`src/core/fgc_defines.svh`:
```
// Register offsets, field positions and reset values of the fuel gauge registers
`ifndef FGC_DEFINES_SVH
`define FGC_DEFINES_SVH

`define FGC_ADDR_CONFIG      8'h18
`define FGC_ADDR_COMMAND     8'h19
`define FGC_ADDR_DIS_LOW     8'h1A
`define FGC_ADDR_DIS_HIGH    8'h1B
`define FGC_ADDR_CHG_LOW     8'h1C
`define FGC_ADDR_CHG_HIGH    8'h1D

`define FGC_CFG_EN_BIT       7
`define FGC_CFG_CAL_BIT      6
`define FGC_CFG_SEL_HI       5
`define FGC_CFG_SEL_LO       4
`define FGC_CFG_DIR_BIT      3

`define FGC_CMD_SNAP_BIT     7
`define FGC_CMD_CLR_DIS_BIT  6
`define FGC_CMD_CLR_CHG_BIT  5

`define FGC_CFG_RESET        8'h00
`define FGC_LATCH_RESET      16'h0000
`define FGC_RDATA_RESET      8'h00

`endif

```
`src/core/fgc_pkg.sv`:
```
// Types shared by the fuel gauge register block
package fgc_pkg;

  typedef enum logic [1:0] {
    FGC_SRC_CMD   = 2'h0,
    FGC_SRC_ADC   = 2'h1,
    FGC_SRC_TMR_A = 2'h2,
    FGC_SRC_TMR_B = 2'h3
  } fgc_src_t;

endpackage

```
`src/core/fgc_counter.sv`:
```
// Increment-only coulomb counter with clear and wrap pulse
`timescale 1ns/1ps
module fgc_counter #(
  parameter int W = 16
) (
  input  wire logic         sys_clk_i,
  input  wire logic         srst_i,
  input  wire logic         inc_i,
  input  wire logic         clr_i,
  output logic [W-1:0]      cnt_o,
  output logic              ovf_o
);
  logic [W-1:0] cnt_q;
  logic [W-1:0] cnt_d;
  logic         ovf_q;
  logic         ovf_d;

  always_comb begin
    cnt_d = cnt_q;
    ovf_d = 1'b0;
    // Clear drops a tick arriving in the same cycle
    if (clr_i) begin
      cnt_d = '0;
    end else if (inc_i) begin
      cnt_d = cnt_q + W'(1); // RULE16
      ovf_d = &cnt_q; // RULE16
    end
  end

  always_ff @(posedge sys_clk_i) begin
    if (srst_i) begin
      cnt_q <= '0;
      ovf_q <= 1'b0;
    end else begin
      cnt_q <= cnt_d;
      ovf_q <= ovf_d;
    end
  end

  assign cnt_o = cnt_q;
  assign ovf_o = ovf_q;
endmodule

```
`src/core/fgc_latch_arb.sv`:
```
// Latch source selection and edge detection of latch events
`timescale 1ns/1ps
module fgc_latch_arb
  import fgc_pkg::*;
(
  input  wire logic     sys_clk_i,
  input  wire logic     srst_i,
  input  fgc_src_t      sel_i,
  input  wire logic     snap_cmd_i,
  input  wire logic     adc_busy_i,
  input  wire logic     timer_a_ovf_i,
  input  wire logic     timer_b_ovf_i,
  output logic          latch_o
);
  logic adc_q;
  logic ta_q;
  logic tb_q;
  logic adc_edge;
  logic ta_edge;
  logic tb_edge;

  always_comb begin
    adc_edge = adc_q ^ adc_busy_i; // RULE5
    ta_edge  = timer_a_ovf_i & ~ta_q;
    tb_edge  = timer_b_ovf_i & ~tb_q;
    latch_o  = 1'b0;
    unique case (sel_i)
      FGC_SRC_CMD:   latch_o = snap_cmd_i; // RULE4
      FGC_SRC_ADC:   latch_o = adc_edge; // RULE5
      FGC_SRC_TMR_A: latch_o = ta_edge; // RULE6
      FGC_SRC_TMR_B: latch_o = tb_edge; // RULE7
    endcase
  end

  always_ff @(posedge sys_clk_i) begin
    if (srst_i) begin
      adc_q <= 1'b0;
      ta_q  <= 1'b0;
      tb_q  <= 1'b0;
    end else begin
      adc_q <= adc_busy_i;
      ta_q  <= timer_a_ovf_i;
      tb_q  <= timer_b_ovf_i;
    end
  end
endmodule

```
`src/core/fgc_regs.sv`:
```
// Fuel gauge configuration, command and latched count registers
`timescale 1ns/1ps
`include "fgc_defines.svh"

////////////////////////////////////////////////////////////////////////////////
// Operation
// RULE1 - Config bit 7 enables gauge, reset off
// RULE2 - Config bit 6 shorts inputs, tristates sense
// RULE3 - Config bits 5:4 choose latch source
// RULE4 - Source 00: latch only by command
// RULE5 - Source 01: latch at ADC start, end
// RULE6 - Source 10: latch on timer A overflow
// RULE7 - Source 11: latch on timer B overflow
// RULE8 - Config bit 3 reads current direction only
// RULE9 - Command bit snapshots both counts
// RULE10 - Command clears discharge counter
// RULE11 - Command clears charge counter
// RULE12 - Commands ignored unless source is 00
// RULE13 - Discharge latch readable as two bytes
// RULE14 - Charge latch readable as two bytes
// RULE15 - Snapshot command is command bit 7
// RULE16 - Counters increment, wrap, signal overflow
// RULE17 - Snapshot leaves running counters untouched
// RULE18 - Snapshot never sees partial count
// RULE19 - Clear bits 6 and 5, rest ignored
// RULE20 - Reserved config bits read zero
module fgc_regs
  import fgc_pkg::*;
#(
  parameter int CNT_W = 16
) (
  input  wire logic        sys_clk_i,
  input  wire logic        srst_i,
  input  wire logic [7:0]  port_addr_i,
  input  wire logic [7:0]  port_wdata_i,
  input  wire logic        port_wr_i,
  input  wire logic        port_rd_i,
  output logic      [7:0]  port_rdata_o,
  input  wire logic        charge_tick_i,
  input  wire logic        discharge_tick_i,
  input  wire logic        dir_charge_i,
  input  wire logic        adc_busy_i,
  input  wire logic        timer_a_ovf_i,
  input  wire logic        timer_b_ovf_i,
  output logic             gauge_enable_o,
  output logic             input_short_cal_o,
  output logic             sense_pos_hiz_o,
  output logic             charge_ovf_o,
  output logic             discharge_ovf_o
);

  //////////////////////////////////////////////////////////////////////////////
  // Declarations
  logic             gauge_enable_bit_q;
  logic             gauge_enable_bit_d;
  logic             input_short_cal_q;
  logic             input_short_cal_d;
  fgc_src_t         latch_source_sel_q;
  fgc_src_t         latch_source_sel_d;
  logic             current_dir_flag_q;
  logic             current_dir_flag_d;
  logic             cal_out_q;
  logic             cal_out_d;
  logic             hiz_q;
  logic             hiz_d;
  logic             en_out_q;
  logic             en_out_d;
  logic [CNT_W-1:0] dis_latch_q;
  logic [CNT_W-1:0] dis_latch_d;
  logic [CNT_W-1:0] chg_latch_q;
  logic [CNT_W-1:0] chg_latch_d;
  logic [7:0]       rdata_q;
  logic [7:0]       rdata_d;
  logic             cfg_wr;
  logic             cmd_wr;
  logic             cmd_live;
  logic             snapshot_cmd;
  logic             clear_discharge_cnt;
  logic             clear_charge_cnt;
  logic             chg_inc;
  logic             dis_inc;
  logic             latch_evt;
  logic [CNT_W-1:0] chg_cnt;
  logic [CNT_W-1:0] dis_cnt;
  logic             chg_ovf;
  logic             dis_ovf;
  logic             hit_cfg;
  logic             hit_cmd;
  logic             hit_dis_lo;
  logic             hit_dis_hi;
  logic             hit_chg_lo;
  logic             hit_chg_hi;
  logic [7:0]       cfg_byte;
  logic [7:0]       dis_lo_byte;
  logic [7:0]       dis_hi_byte;
  logic [7:0]       chg_lo_byte;
  logic [7:0]       chg_hi_byte;

  //////////////////////////////////////////////////////////////////////////////
  // Address decode
  // Whole-byte compare, so no neighbouring offset aliases onto these registers;
  // the cost is six 8-bit comparators instead of a shared upper-bit match
  always_comb begin
    hit_cfg    = (port_addr_i == `FGC_ADDR_CONFIG);
    hit_cmd    = (port_addr_i == `FGC_ADDR_COMMAND);
    hit_dis_lo = (port_addr_i == `FGC_ADDR_DIS_LOW);
    hit_dis_hi = (port_addr_i == `FGC_ADDR_DIS_HIGH);
    hit_chg_lo = (port_addr_i == `FGC_ADDR_CHG_LOW);
    hit_chg_hi = (port_addr_i == `FGC_ADDR_CHG_HIGH);
  end

  //////////////////////////////////////////////////////////////////////////////
  // Write decode
  always_comb begin
    cfg_wr = port_wr_i && hit_cfg;
    cmd_wr = port_wr_i && hit_cmd;
  end

  //////////////////////////////////////////////////////////////////////////////
  // Command decode
  always_comb begin
    // Command register only acts in processor latch mode
    cmd_live            = cmd_wr && (latch_source_sel_q == FGC_SRC_CMD); // RULE12
    // Zero bits and bits 4..0 carry no action
    snapshot_cmd        = cmd_live && port_wdata_i[`FGC_CMD_SNAP_BIT]; // RULE15
    clear_discharge_cnt = cmd_live && port_wdata_i[`FGC_CMD_CLR_DIS_BIT]; // RULE19
    clear_charge_cnt    = cmd_live && port_wdata_i[`FGC_CMD_CLR_CHG_BIT]; // RULE19
    // Counting needs the block switched on
    chg_inc             = gauge_enable_bit_q && charge_tick_i;
    dis_inc             = gauge_enable_bit_q && discharge_tick_i;
  end

  //////////////////////////////////////////////////////////////////////////////
  // Running counters
  fgc_counter #(
    .W         (CNT_W)
  ) u_chg_cnt (
    .sys_clk_i (sys_clk_i),
    .srst_i    (srst_i),
    .inc_i     (chg_inc),
    .clr_i     (clear_charge_cnt), // RULE11
    .cnt_o     (chg_cnt),
    .ovf_o     (chg_ovf)
  );

  fgc_counter #(
    .W         (CNT_W)
  ) u_dis_cnt (
    .sys_clk_i (sys_clk_i),
    .srst_i    (srst_i),
    .inc_i     (dis_inc),
    .clr_i     (clear_discharge_cnt), // RULE10
    .cnt_o     (dis_cnt),
    .ovf_o     (dis_ovf)
  );

  //////////////////////////////////////////////////////////////////////////////
  // Latch source
  fgc_latch_arb u_arb (
    .sys_clk_i     (sys_clk_i),
    .srst_i        (srst_i),
    .sel_i         (latch_source_sel_q), // RULE3
    .snap_cmd_i    (snapshot_cmd), // RULE9
    .adc_busy_i    (adc_busy_i),
    .timer_a_ovf_i (timer_a_ovf_i),
    .timer_b_ovf_i (timer_b_ovf_i),
    .latch_o       (latch_evt)
  );

  //////////////////////////////////////////////////////////////////////////////
  // Configuration register
  always_comb begin
    gauge_enable_bit_d = gauge_enable_bit_q;
    input_short_cal_d  = input_short_cal_q;
    latch_source_sel_d = latch_source_sel_q;
    if (cfg_wr) begin
      gauge_enable_bit_d = port_wdata_i[`FGC_CFG_EN_BIT]; // RULE1
      input_short_cal_d  = port_wdata_i[`FGC_CFG_CAL_BIT]; // RULE2
      latch_source_sel_d = fgc_src_t'(port_wdata_i[`FGC_CFG_SEL_HI:`FGC_CFG_SEL_LO]); // RULE3
    end
    // Direction bit follows the sense input; writes never reach it
    current_dir_flag_d = dir_charge_i; // RULE8
  end

  always_ff @(posedge sys_clk_i) begin
    if (srst_i) begin
      gauge_enable_bit_q <= 1'(`FGC_CFG_RESET >> `FGC_CFG_EN_BIT); // RULE1
      input_short_cal_q  <= 1'(`FGC_CFG_RESET >> `FGC_CFG_CAL_BIT); // RULE2
      latch_source_sel_q <= FGC_SRC_CMD; // RULE3
      current_dir_flag_q <= 1'b0;
    end else begin
      gauge_enable_bit_q <= gauge_enable_bit_d;
      input_short_cal_q  <= input_short_cal_d;
      latch_source_sel_q <= latch_source_sel_d;
      current_dir_flag_q <= current_dir_flag_d;
    end
  end

  //////////////////////////////////////////////////////////////////////////////
  // Pin outputs
  // Fed from the next config value so the pins move on the write edge itself
  // Calibration and the high impedance request share one bit on purpose
  always_comb begin
    en_out_d  = gauge_enable_bit_d; // RULE1
    cal_out_d = input_short_cal_d; // RULE2
    hiz_d     = input_short_cal_d; // RULE2
  end

  always_ff @(posedge sys_clk_i) begin
    if (srst_i) begin
      en_out_q  <= 1'(`FGC_CFG_RESET >> `FGC_CFG_EN_BIT); // RULE1
      cal_out_q <= 1'(`FGC_CFG_RESET >> `FGC_CFG_CAL_BIT); // RULE2
      hiz_q     <= 1'(`FGC_CFG_RESET >> `FGC_CFG_CAL_BIT); // RULE2
    end else begin
      en_out_q  <= en_out_d;
      cal_out_q <= cal_out_d;
      hiz_q     <= hiz_d;
    end
  end

  //////////////////////////////////////////////////////////////////////////////
  // Snapshot latches
  // Counters are registered words, so the copy is always whole; a tick in the
  // latch cycle lands in the counter after the copy is taken
  always_comb begin
    dis_latch_d = dis_latch_q;
    chg_latch_d = chg_latch_q;
    if (latch_evt) begin
      dis_latch_d = dis_cnt; // RULE18
      chg_latch_d = chg_cnt; // RULE18
    end
  end

  // Latching reads the counters only; they keep running
  always_ff @(posedge sys_clk_i) begin
    if (srst_i) begin
      dis_latch_q <= `FGC_LATCH_RESET; // RULE13
      chg_latch_q <= `FGC_LATCH_RESET; // RULE14
    end else begin
      dis_latch_q <= dis_latch_d; // RULE17
      chg_latch_q <= chg_latch_d; // RULE17
    end
  end

  //////////////////////////////////////////////////////////////////////////////
  // Read byte views
  // Latch bytes are plain slices: the latches only move on a latch event, so
  // a low/high pair read between two events always belongs to one count
  always_comb begin
    cfg_byte                                  = 8'h00; // RULE20
    cfg_byte[`FGC_CFG_EN_BIT]                 = gauge_enable_bit_q; // RULE1
    cfg_byte[`FGC_CFG_CAL_BIT]                = input_short_cal_q; // RULE2
    cfg_byte[`FGC_CFG_SEL_HI:`FGC_CFG_SEL_LO] = latch_source_sel_q; // RULE3
    cfg_byte[`FGC_CFG_DIR_BIT]                = current_dir_flag_q; // RULE8
    dis_lo_byte                               = dis_latch_q[7:0]; // RULE13
    dis_hi_byte                               = dis_latch_q[15:8]; // RULE13
    chg_lo_byte                               = chg_latch_q[7:0]; // RULE14
    chg_hi_byte                               = chg_latch_q[15:8]; // RULE14
  end

  //////////////////////////////////////////////////////////////////////////////
  // Read path
  // Read data is registered: it appears one edge after the strobe and holds
  always_comb begin
    rdata_d = rdata_q;
    if (port_rd_i) begin
      if (hit_cfg) begin
        rdata_d = cfg_byte; // RULE8
      end else if (hit_dis_lo) begin
        rdata_d = dis_lo_byte; // RULE13
      end else if (hit_dis_hi) begin
        rdata_d = dis_hi_byte; // RULE13
      end else if (hit_chg_lo) begin
        rdata_d = chg_lo_byte; // RULE14
      end else if (hit_chg_hi) begin
        rdata_d = chg_hi_byte; // RULE14
      end else begin
        // Command register is write only; unmapped offsets read zero
        rdata_d = 8'h00; // RULE19
      end
    end
  end

  always_ff @(posedge sys_clk_i) begin
    if (srst_i) begin
      rdata_q <= `FGC_RDATA_RESET;
    end else begin
      rdata_q <= rdata_d;
    end
  end

  //////////////////////////////////////////////////////////////////////////////
  // Outputs
  assign port_rdata_o      = rdata_q;
  assign gauge_enable_o    = en_out_q;
  assign input_short_cal_o = cal_out_q;
  assign sense_pos_hiz_o   = hiz_q; // RULE2
  assign charge_ovf_o      = chg_ovf; // RULE16
  assign discharge_ovf_o   = dis_ovf; // RULE16

endmodule

```
`config.mk`:
```
export PLATFORM = sky130hd
export DESIGN_NAME = fgc_regs
export DESIGN_NICKNAME = d
export VERILOG_FILES = /design/src/core/fgc_pkg.sv /design/src/core/fgc_counter.sv /design/src/core/fgc_latch_arb.sv /design/src/core/fgc_regs.sv
export VERILOG_INCLUDE_DIRS = /design/src /design/src/core
export SDC_FILE = /design/constraint.sdc
export NUM_CORES = 1
export LEC_CHECK = 0
export ABC_AREA = 0
export BUFFER_PORTS_ARGS = -buffer_cell sky130_fd_sc_hd__buf_2
export CORE_AREA = 2 2 94 78
export DETAILED_ROUTE_END_ITERATION = 12
export DIE_AREA = 0 0 96 80
export PLACE_DENSITY = 0.88
export SLEW_MARGIN = 20
export SYNTH_ARGS = -nofsm -noshare
export SYNTH_HDL_FRONTEND = slang
export SYNTH_SLANG_ARGS = --single-unit
```
`constraint.sdc`:
```
create_clock -name sys_clk_i -period 2.3 [get_ports sys_clk_i]
set_input_delay 0.345 -clock sys_clk_i [delete_from_list [all_inputs] [get_ports sys_clk_i]]
set_output_delay 0.345 -clock sys_clk_i [all_outputs]
set_load 0.01 [all_outputs]
```
======== Yosys cells after proc, flatten, opt, wreduce, memory -nomap -nowiden ========
Index checks and enable logic that the tools add are counted.
operators by class
  add/subtract/negate cells ............... 2
  equality and inequality tests ........... 9
  reduce and logical (&&, ||, !) cells .... 15
  multipliers ............................. 0
  shifts and indexed selects .............. 0
  div/mod/pow operators ................... 0
  order comparisons ....................... 0
  bitwise operators ....................... 7
  multiplexer cells ....................... 6
operators with widths
  cell                   count
  $eq 8x5->1 const B     6
  $mux 8                 5
  $add 16x1->16 const B  2
  $reduce_and 16->1      2
  $logic_and 1x1->1      8
  $reduce_or 3->1        2
  $eq 2x2->1 const B     2
  $not 1->1              4
  $pmux 1 s4             1
  $reduce_or 2->1        2
  $and 1x1->1            2
  $eq 2x1->1 const B     1
  $logic_not 2->1        1
  $xor 1x1->1            1
storage, ports and cells
  logic and storage cells ................. 53
  output and inout bits ................... 13
  input port bits ......................... 26
  RAM bits ................................ 0
  latch bits .............................. 0
  memories ................................ 0
  memory bits (read-only) ................. 0
  flip-flop bits (word level) ............. 82

======== Logic depth before layout (Yosys ltp) ========
  depth in word-level cells ............... 6
  gate-level depth with buffers ........... 7
  depth with buffers taken out ............ 5

======== Modules after synthesis ========
A second synthesis with hierarchy kept.
unflattened totals
  cell total of the unflattened synthesis .. 408
  area, all modules ....................... 3816.2 um^2
by module, submodules not included
  module         cells an instance  instances  area an instance (um^2)  sequential area each (um^2)
  fgc_regs       226                1          2097.0                   900.9
  fgc_counter    86                 2          798.3                    340.3
  fgc_latch_arb  10                 1          122.6                    60.1

======== Worst setup path before layout ========
No wires, ideal clock.
  path type ............................... in2reg
  start point ............................. in port_addr_i[1]
  end point ............................... reg en_out_q (netlist: gauge_enable_o)
  arrival ................................. 1.564 ns
  path slack .............................. 0.609 ns
  buffers on the path ..................... 1
  library setup time ...................... 0.128 ns
  cell stages on the path ................. 5
  cell sequence ........................... or4b_4 > or3_1 > clkbuf_2 > mux2i_1 > nor2_1
on the way
  word-level cells in the longest chain between the ends .. 2
ends and longest elaborated chain
  item                         RTL line         RTL
  start, declared              fgc_regs.sv:34   input wire logic [7:0] port_addr_i,
  $eq 8x5->1 (no source line)  n/a
  $logic_and 1x1->1            fgc_regs.sv:115  cfg_wr = port_wr_i && hit_cfg;
  end signal, assigned         fgc_regs.sv:211  en_out_q <= 1'(`FGC_CFG_RESET >> `FGC_CFG_EN_BIT);
  end signal, assigned         fgc_regs.sv:215  en_out_q <= en_out_d;
  end, declared                fgc_regs.sv:66   logic en_out_q;
Every way passes these cells.
A chain may end at the register's enable or synchronous reset.

==> results_dict.tcl <==
set metrics [dict create \
    yosys-top-cells-area "dfxtp_1 42%, mux2i_1 12%, nand2b_1 11%" \
    cts_sinks 82 \
    synth_ff_type "dfxtp_1" \
    max-cap-violations 0 \
    total_power_mw 2.58 \
    synthCells 414 \
    drc 0 \
    diodes 0 \
    hp-class "in2reg" \
    synth_cell_types 44 \
    grt_util_all_layers_pct 23.2 \
    arrival_ns 2.12 \
    grt_first_pass_wirelength_um 13500 \
    critPathTopFamily "simple AND/OR/NAND/NOR gates" \
    rsz0062_at_grt "false" \
    cellPowerDensity_nw_per_um2 601 \
    dieArea_sq_um 7680 \
    vias_per_cell 5.81 \
    drv_slew 0 \
    wire_per_inst_um 15.7 \
    drt_iter0_drc 271 \
    worst_slew_pin_slew_ns 0.743 \
    grt-ovfl-total 0 \
    ir_worst_vdd_uv 278 \
    fp.dieH_um 80 \
    ys_warn_count 0 \
    htree_levels 3 \
    critPathCaptureType "register" \
    ys_seq_area_share_pct 42.4 \
    cts_resized 0 \
    fin_cells 534 \
    hold_violations 0 \
    ys_ff_latch 82 \
    pin_count 39 \
    synth_area_sq_um 3870 \
    ff_latch_area_sq_um 1640 \
    timing.hold.ws_ns 0.198 \
    cp_cell_sequence "and4_1, nand4_1, or3_1, a21oi_1" \
    start_util_pct 57.5 \
    synthArstFlopShare_pct 0 \
    yosysTopAreaCellShare_pct 42.4 \
    clock-root-buffer "clkbuf_8" \
    crit_path_start_kind "register" \
    antenna_found_initial 0 \
    cts_tree "built" \
    cts.hold.buffers_added 0 \
    drive_above_1_share_pct 13.6 \
    path_buf_inv 0 \
    worst_slew_margin_rel_pct 50.5 \
    crit_required_ns 2.59 \
    fin_ws_ns 0.467 \
    multi_input_area_sq_um 2080 \
    layout.nets 471 \
    die_w_um 96 \
    p_seq_share_pct 55.1 \
    dr.pass1.iters 4 \
    p_leak_nw 1.77 \
    cp_slowest_cell "dfxtp_1" \
    port_buffers 34 \
    num_vias 3104 \
    design.core.area_sq_um 6720 \
    grt_max_degree 54 \
    swShare_pct 22.5 \
    utilization_pct 64.0 \
    place.gp.congestion 0.939 \
    clk_pin_slew_ns 0.08 \
    fin_area_sq_um 4300 \
    clockBufferDepth 2 \
    fin_setup_tns_ns 0 \
    p_sw_uw 582 \
    slowest_delay_ns 0.59 \
    p_int_mw 2.00 \
    syn_nets 442 \
    fill_cells 533 \
    fmax_mhz 546 \
    status "finished clean" \
    insertion_delay_ns 0.35 \
    skew_ns 0.00716 \
    post_dp_cell_area_sq_um 4110 \
    mostFrequentLayoutCells "82 x dfxtp_1, 67 x nand2b_1, 47 x mux2i_1" \
    setup_viol 0 \
    fin_crit_sh_pct 79.7 \
    rows 27 \
    pwr-share-clk_pct 40.3 \
    dp_cells 519 \
    criticalPathCategory "reg2reg" \
    area_growth_pct 11.2 \
    cts_buffers 9 \
    post_cts.repair.setup_buffers 0 \
    min_period_ns 1.83 \
    wl_um 8410 \
    drt.antenna.violating_nets 0 \
    cp_max_fo 10 \
    p_comb_share_pct 4.6 \
    hpwl_um 5690 \
    yosysTopAreaCell "dfxtp_1" \
    detailedPlace.worstSlack_ns 0.376 \
    synth-edff-count 0 \
    syn_avg_cell_area_sq_um 9.34 \
    grt_pass1_vias 2913 \
    final_common_cell "dfxtp_1" \
]
[routing by layer]
metal  vias up  GRT usage (%)  wire length (um)
met5         -              0                 0
met3        20           4.82               494
met2        97           37.0              3810
met1      1483           29.0              3870
li1       1504              -                 -
met4         0           12.6               237
[path summary, 6_finish.rpt]
path                                           end  slack (ns)                    startpoint  depth (start not counted)
hold reg to reg       port_rdata_o[7]$_SDFFE_PP0P_        0.47  port_rdata_o[7]$_SDFFE_PP0P_                          2
hold / removal        port_rdata_o[5]$_SDFFE_PP0P_        0.20                     port_rd_i                          2
setup reg to reg  u_dis_cnt.cnt_o[15]$_SDFFE_PP0P_        0.47   gauge_enable_o$_SDFFE_PP0P_                          4
setup / recovery  u_dis_cnt.cnt_o[15]$_SDFFE_PP0P_        0.47   gauge_enable_o$_SDFFE_PP0P_                          4
[cell usage after synthesis (2+ instances only)]
master     count
and2_1         2
nand4_1       17
o2bb2ai_1      5
o22ai_1        2
a21oi_1       12
xor2_1        18
a21o_1         2
buf_4          5
and3_1         3
nand2_1       19
nor4_1         7
and4_1         5
ha_1           2
mux2i_1       47
or3_1          2
nand2b_1      67
a32oi_1        5
nand3_1       15
buf_6          3
inv_1          2
nor2_1        36
clkbuf_1      12
nor2b_1        6
o211ai_1       3
buf_2          4
dfxtp_1       82
xnor2_1       11
nor3_1         4
[cells by family after synthesis]
group,count (synthesis),synth area share [%]
simple gates,191,27.9
mux,47,12.2
flops,82,42.4
buf+inv,28,3.95
compound gates,35,6.37
xor+xnor,29,6.57
fa+ha+maj,2,0.647
[state kept, by name (all words and copies together) (netlist names)]
name	cells
chg_latch_q	16
dis_latch_q	16
u_chg_cnt.cnt_o	16
u_dis_cnt.cnt_o	16
port_rdata_o	8
latch_source_sel_q	2
current_dir_flag_q	1
gauge_enable_o	1
sense_pos_hiz_o	1
u_arb.adc_q	1
u_arb.ta_q	1
u_arb.tb_q	1
u_chg_cnt.ovf_o	1
u_dis_cnt.ovf_o	1
[worst register-to-register path: stages, from the launching register on]
cell and delay [ns]:
dfxtp_1 0.59, and4_1 0.45, nand4_1 0.22, or3_1 0.36
a21oi_1 0.14
[final cells by class]
| type | count | share of cell area (%) |
|---|---|---|
| Clock inverter | 4 | 1.22 |
| Sequential cell | 82 | 38.2 |
| Multi-Input combinational cell | 304 | 48.4 |
| Timing Repair Buffer | 43 | 6.11 |
| Clock buffer | 11 | 3.29 |
| Tap cell | 87 | 2.53 |
| Inverter | 3 | 0.262 |
[power groups by stage]
| stage | combinational, mW | clock (mW) | sequential (mW) |
|---|---|---|---|
| after global placement | 0.114 | 0 | 1.46 |
| final | 0.119 | 1.04 | 1.42 |
| after global routing | 0.128 | 1.10 | 1.42 |
| after detailed placement | 0.116 | 0 | 1.46 |
| after floorplan | 0.0761 | 0 | 1.46 |
| after CTS | 0.117 | 1.04 | 1.42 |
Power figures use the tool's default switching activity.
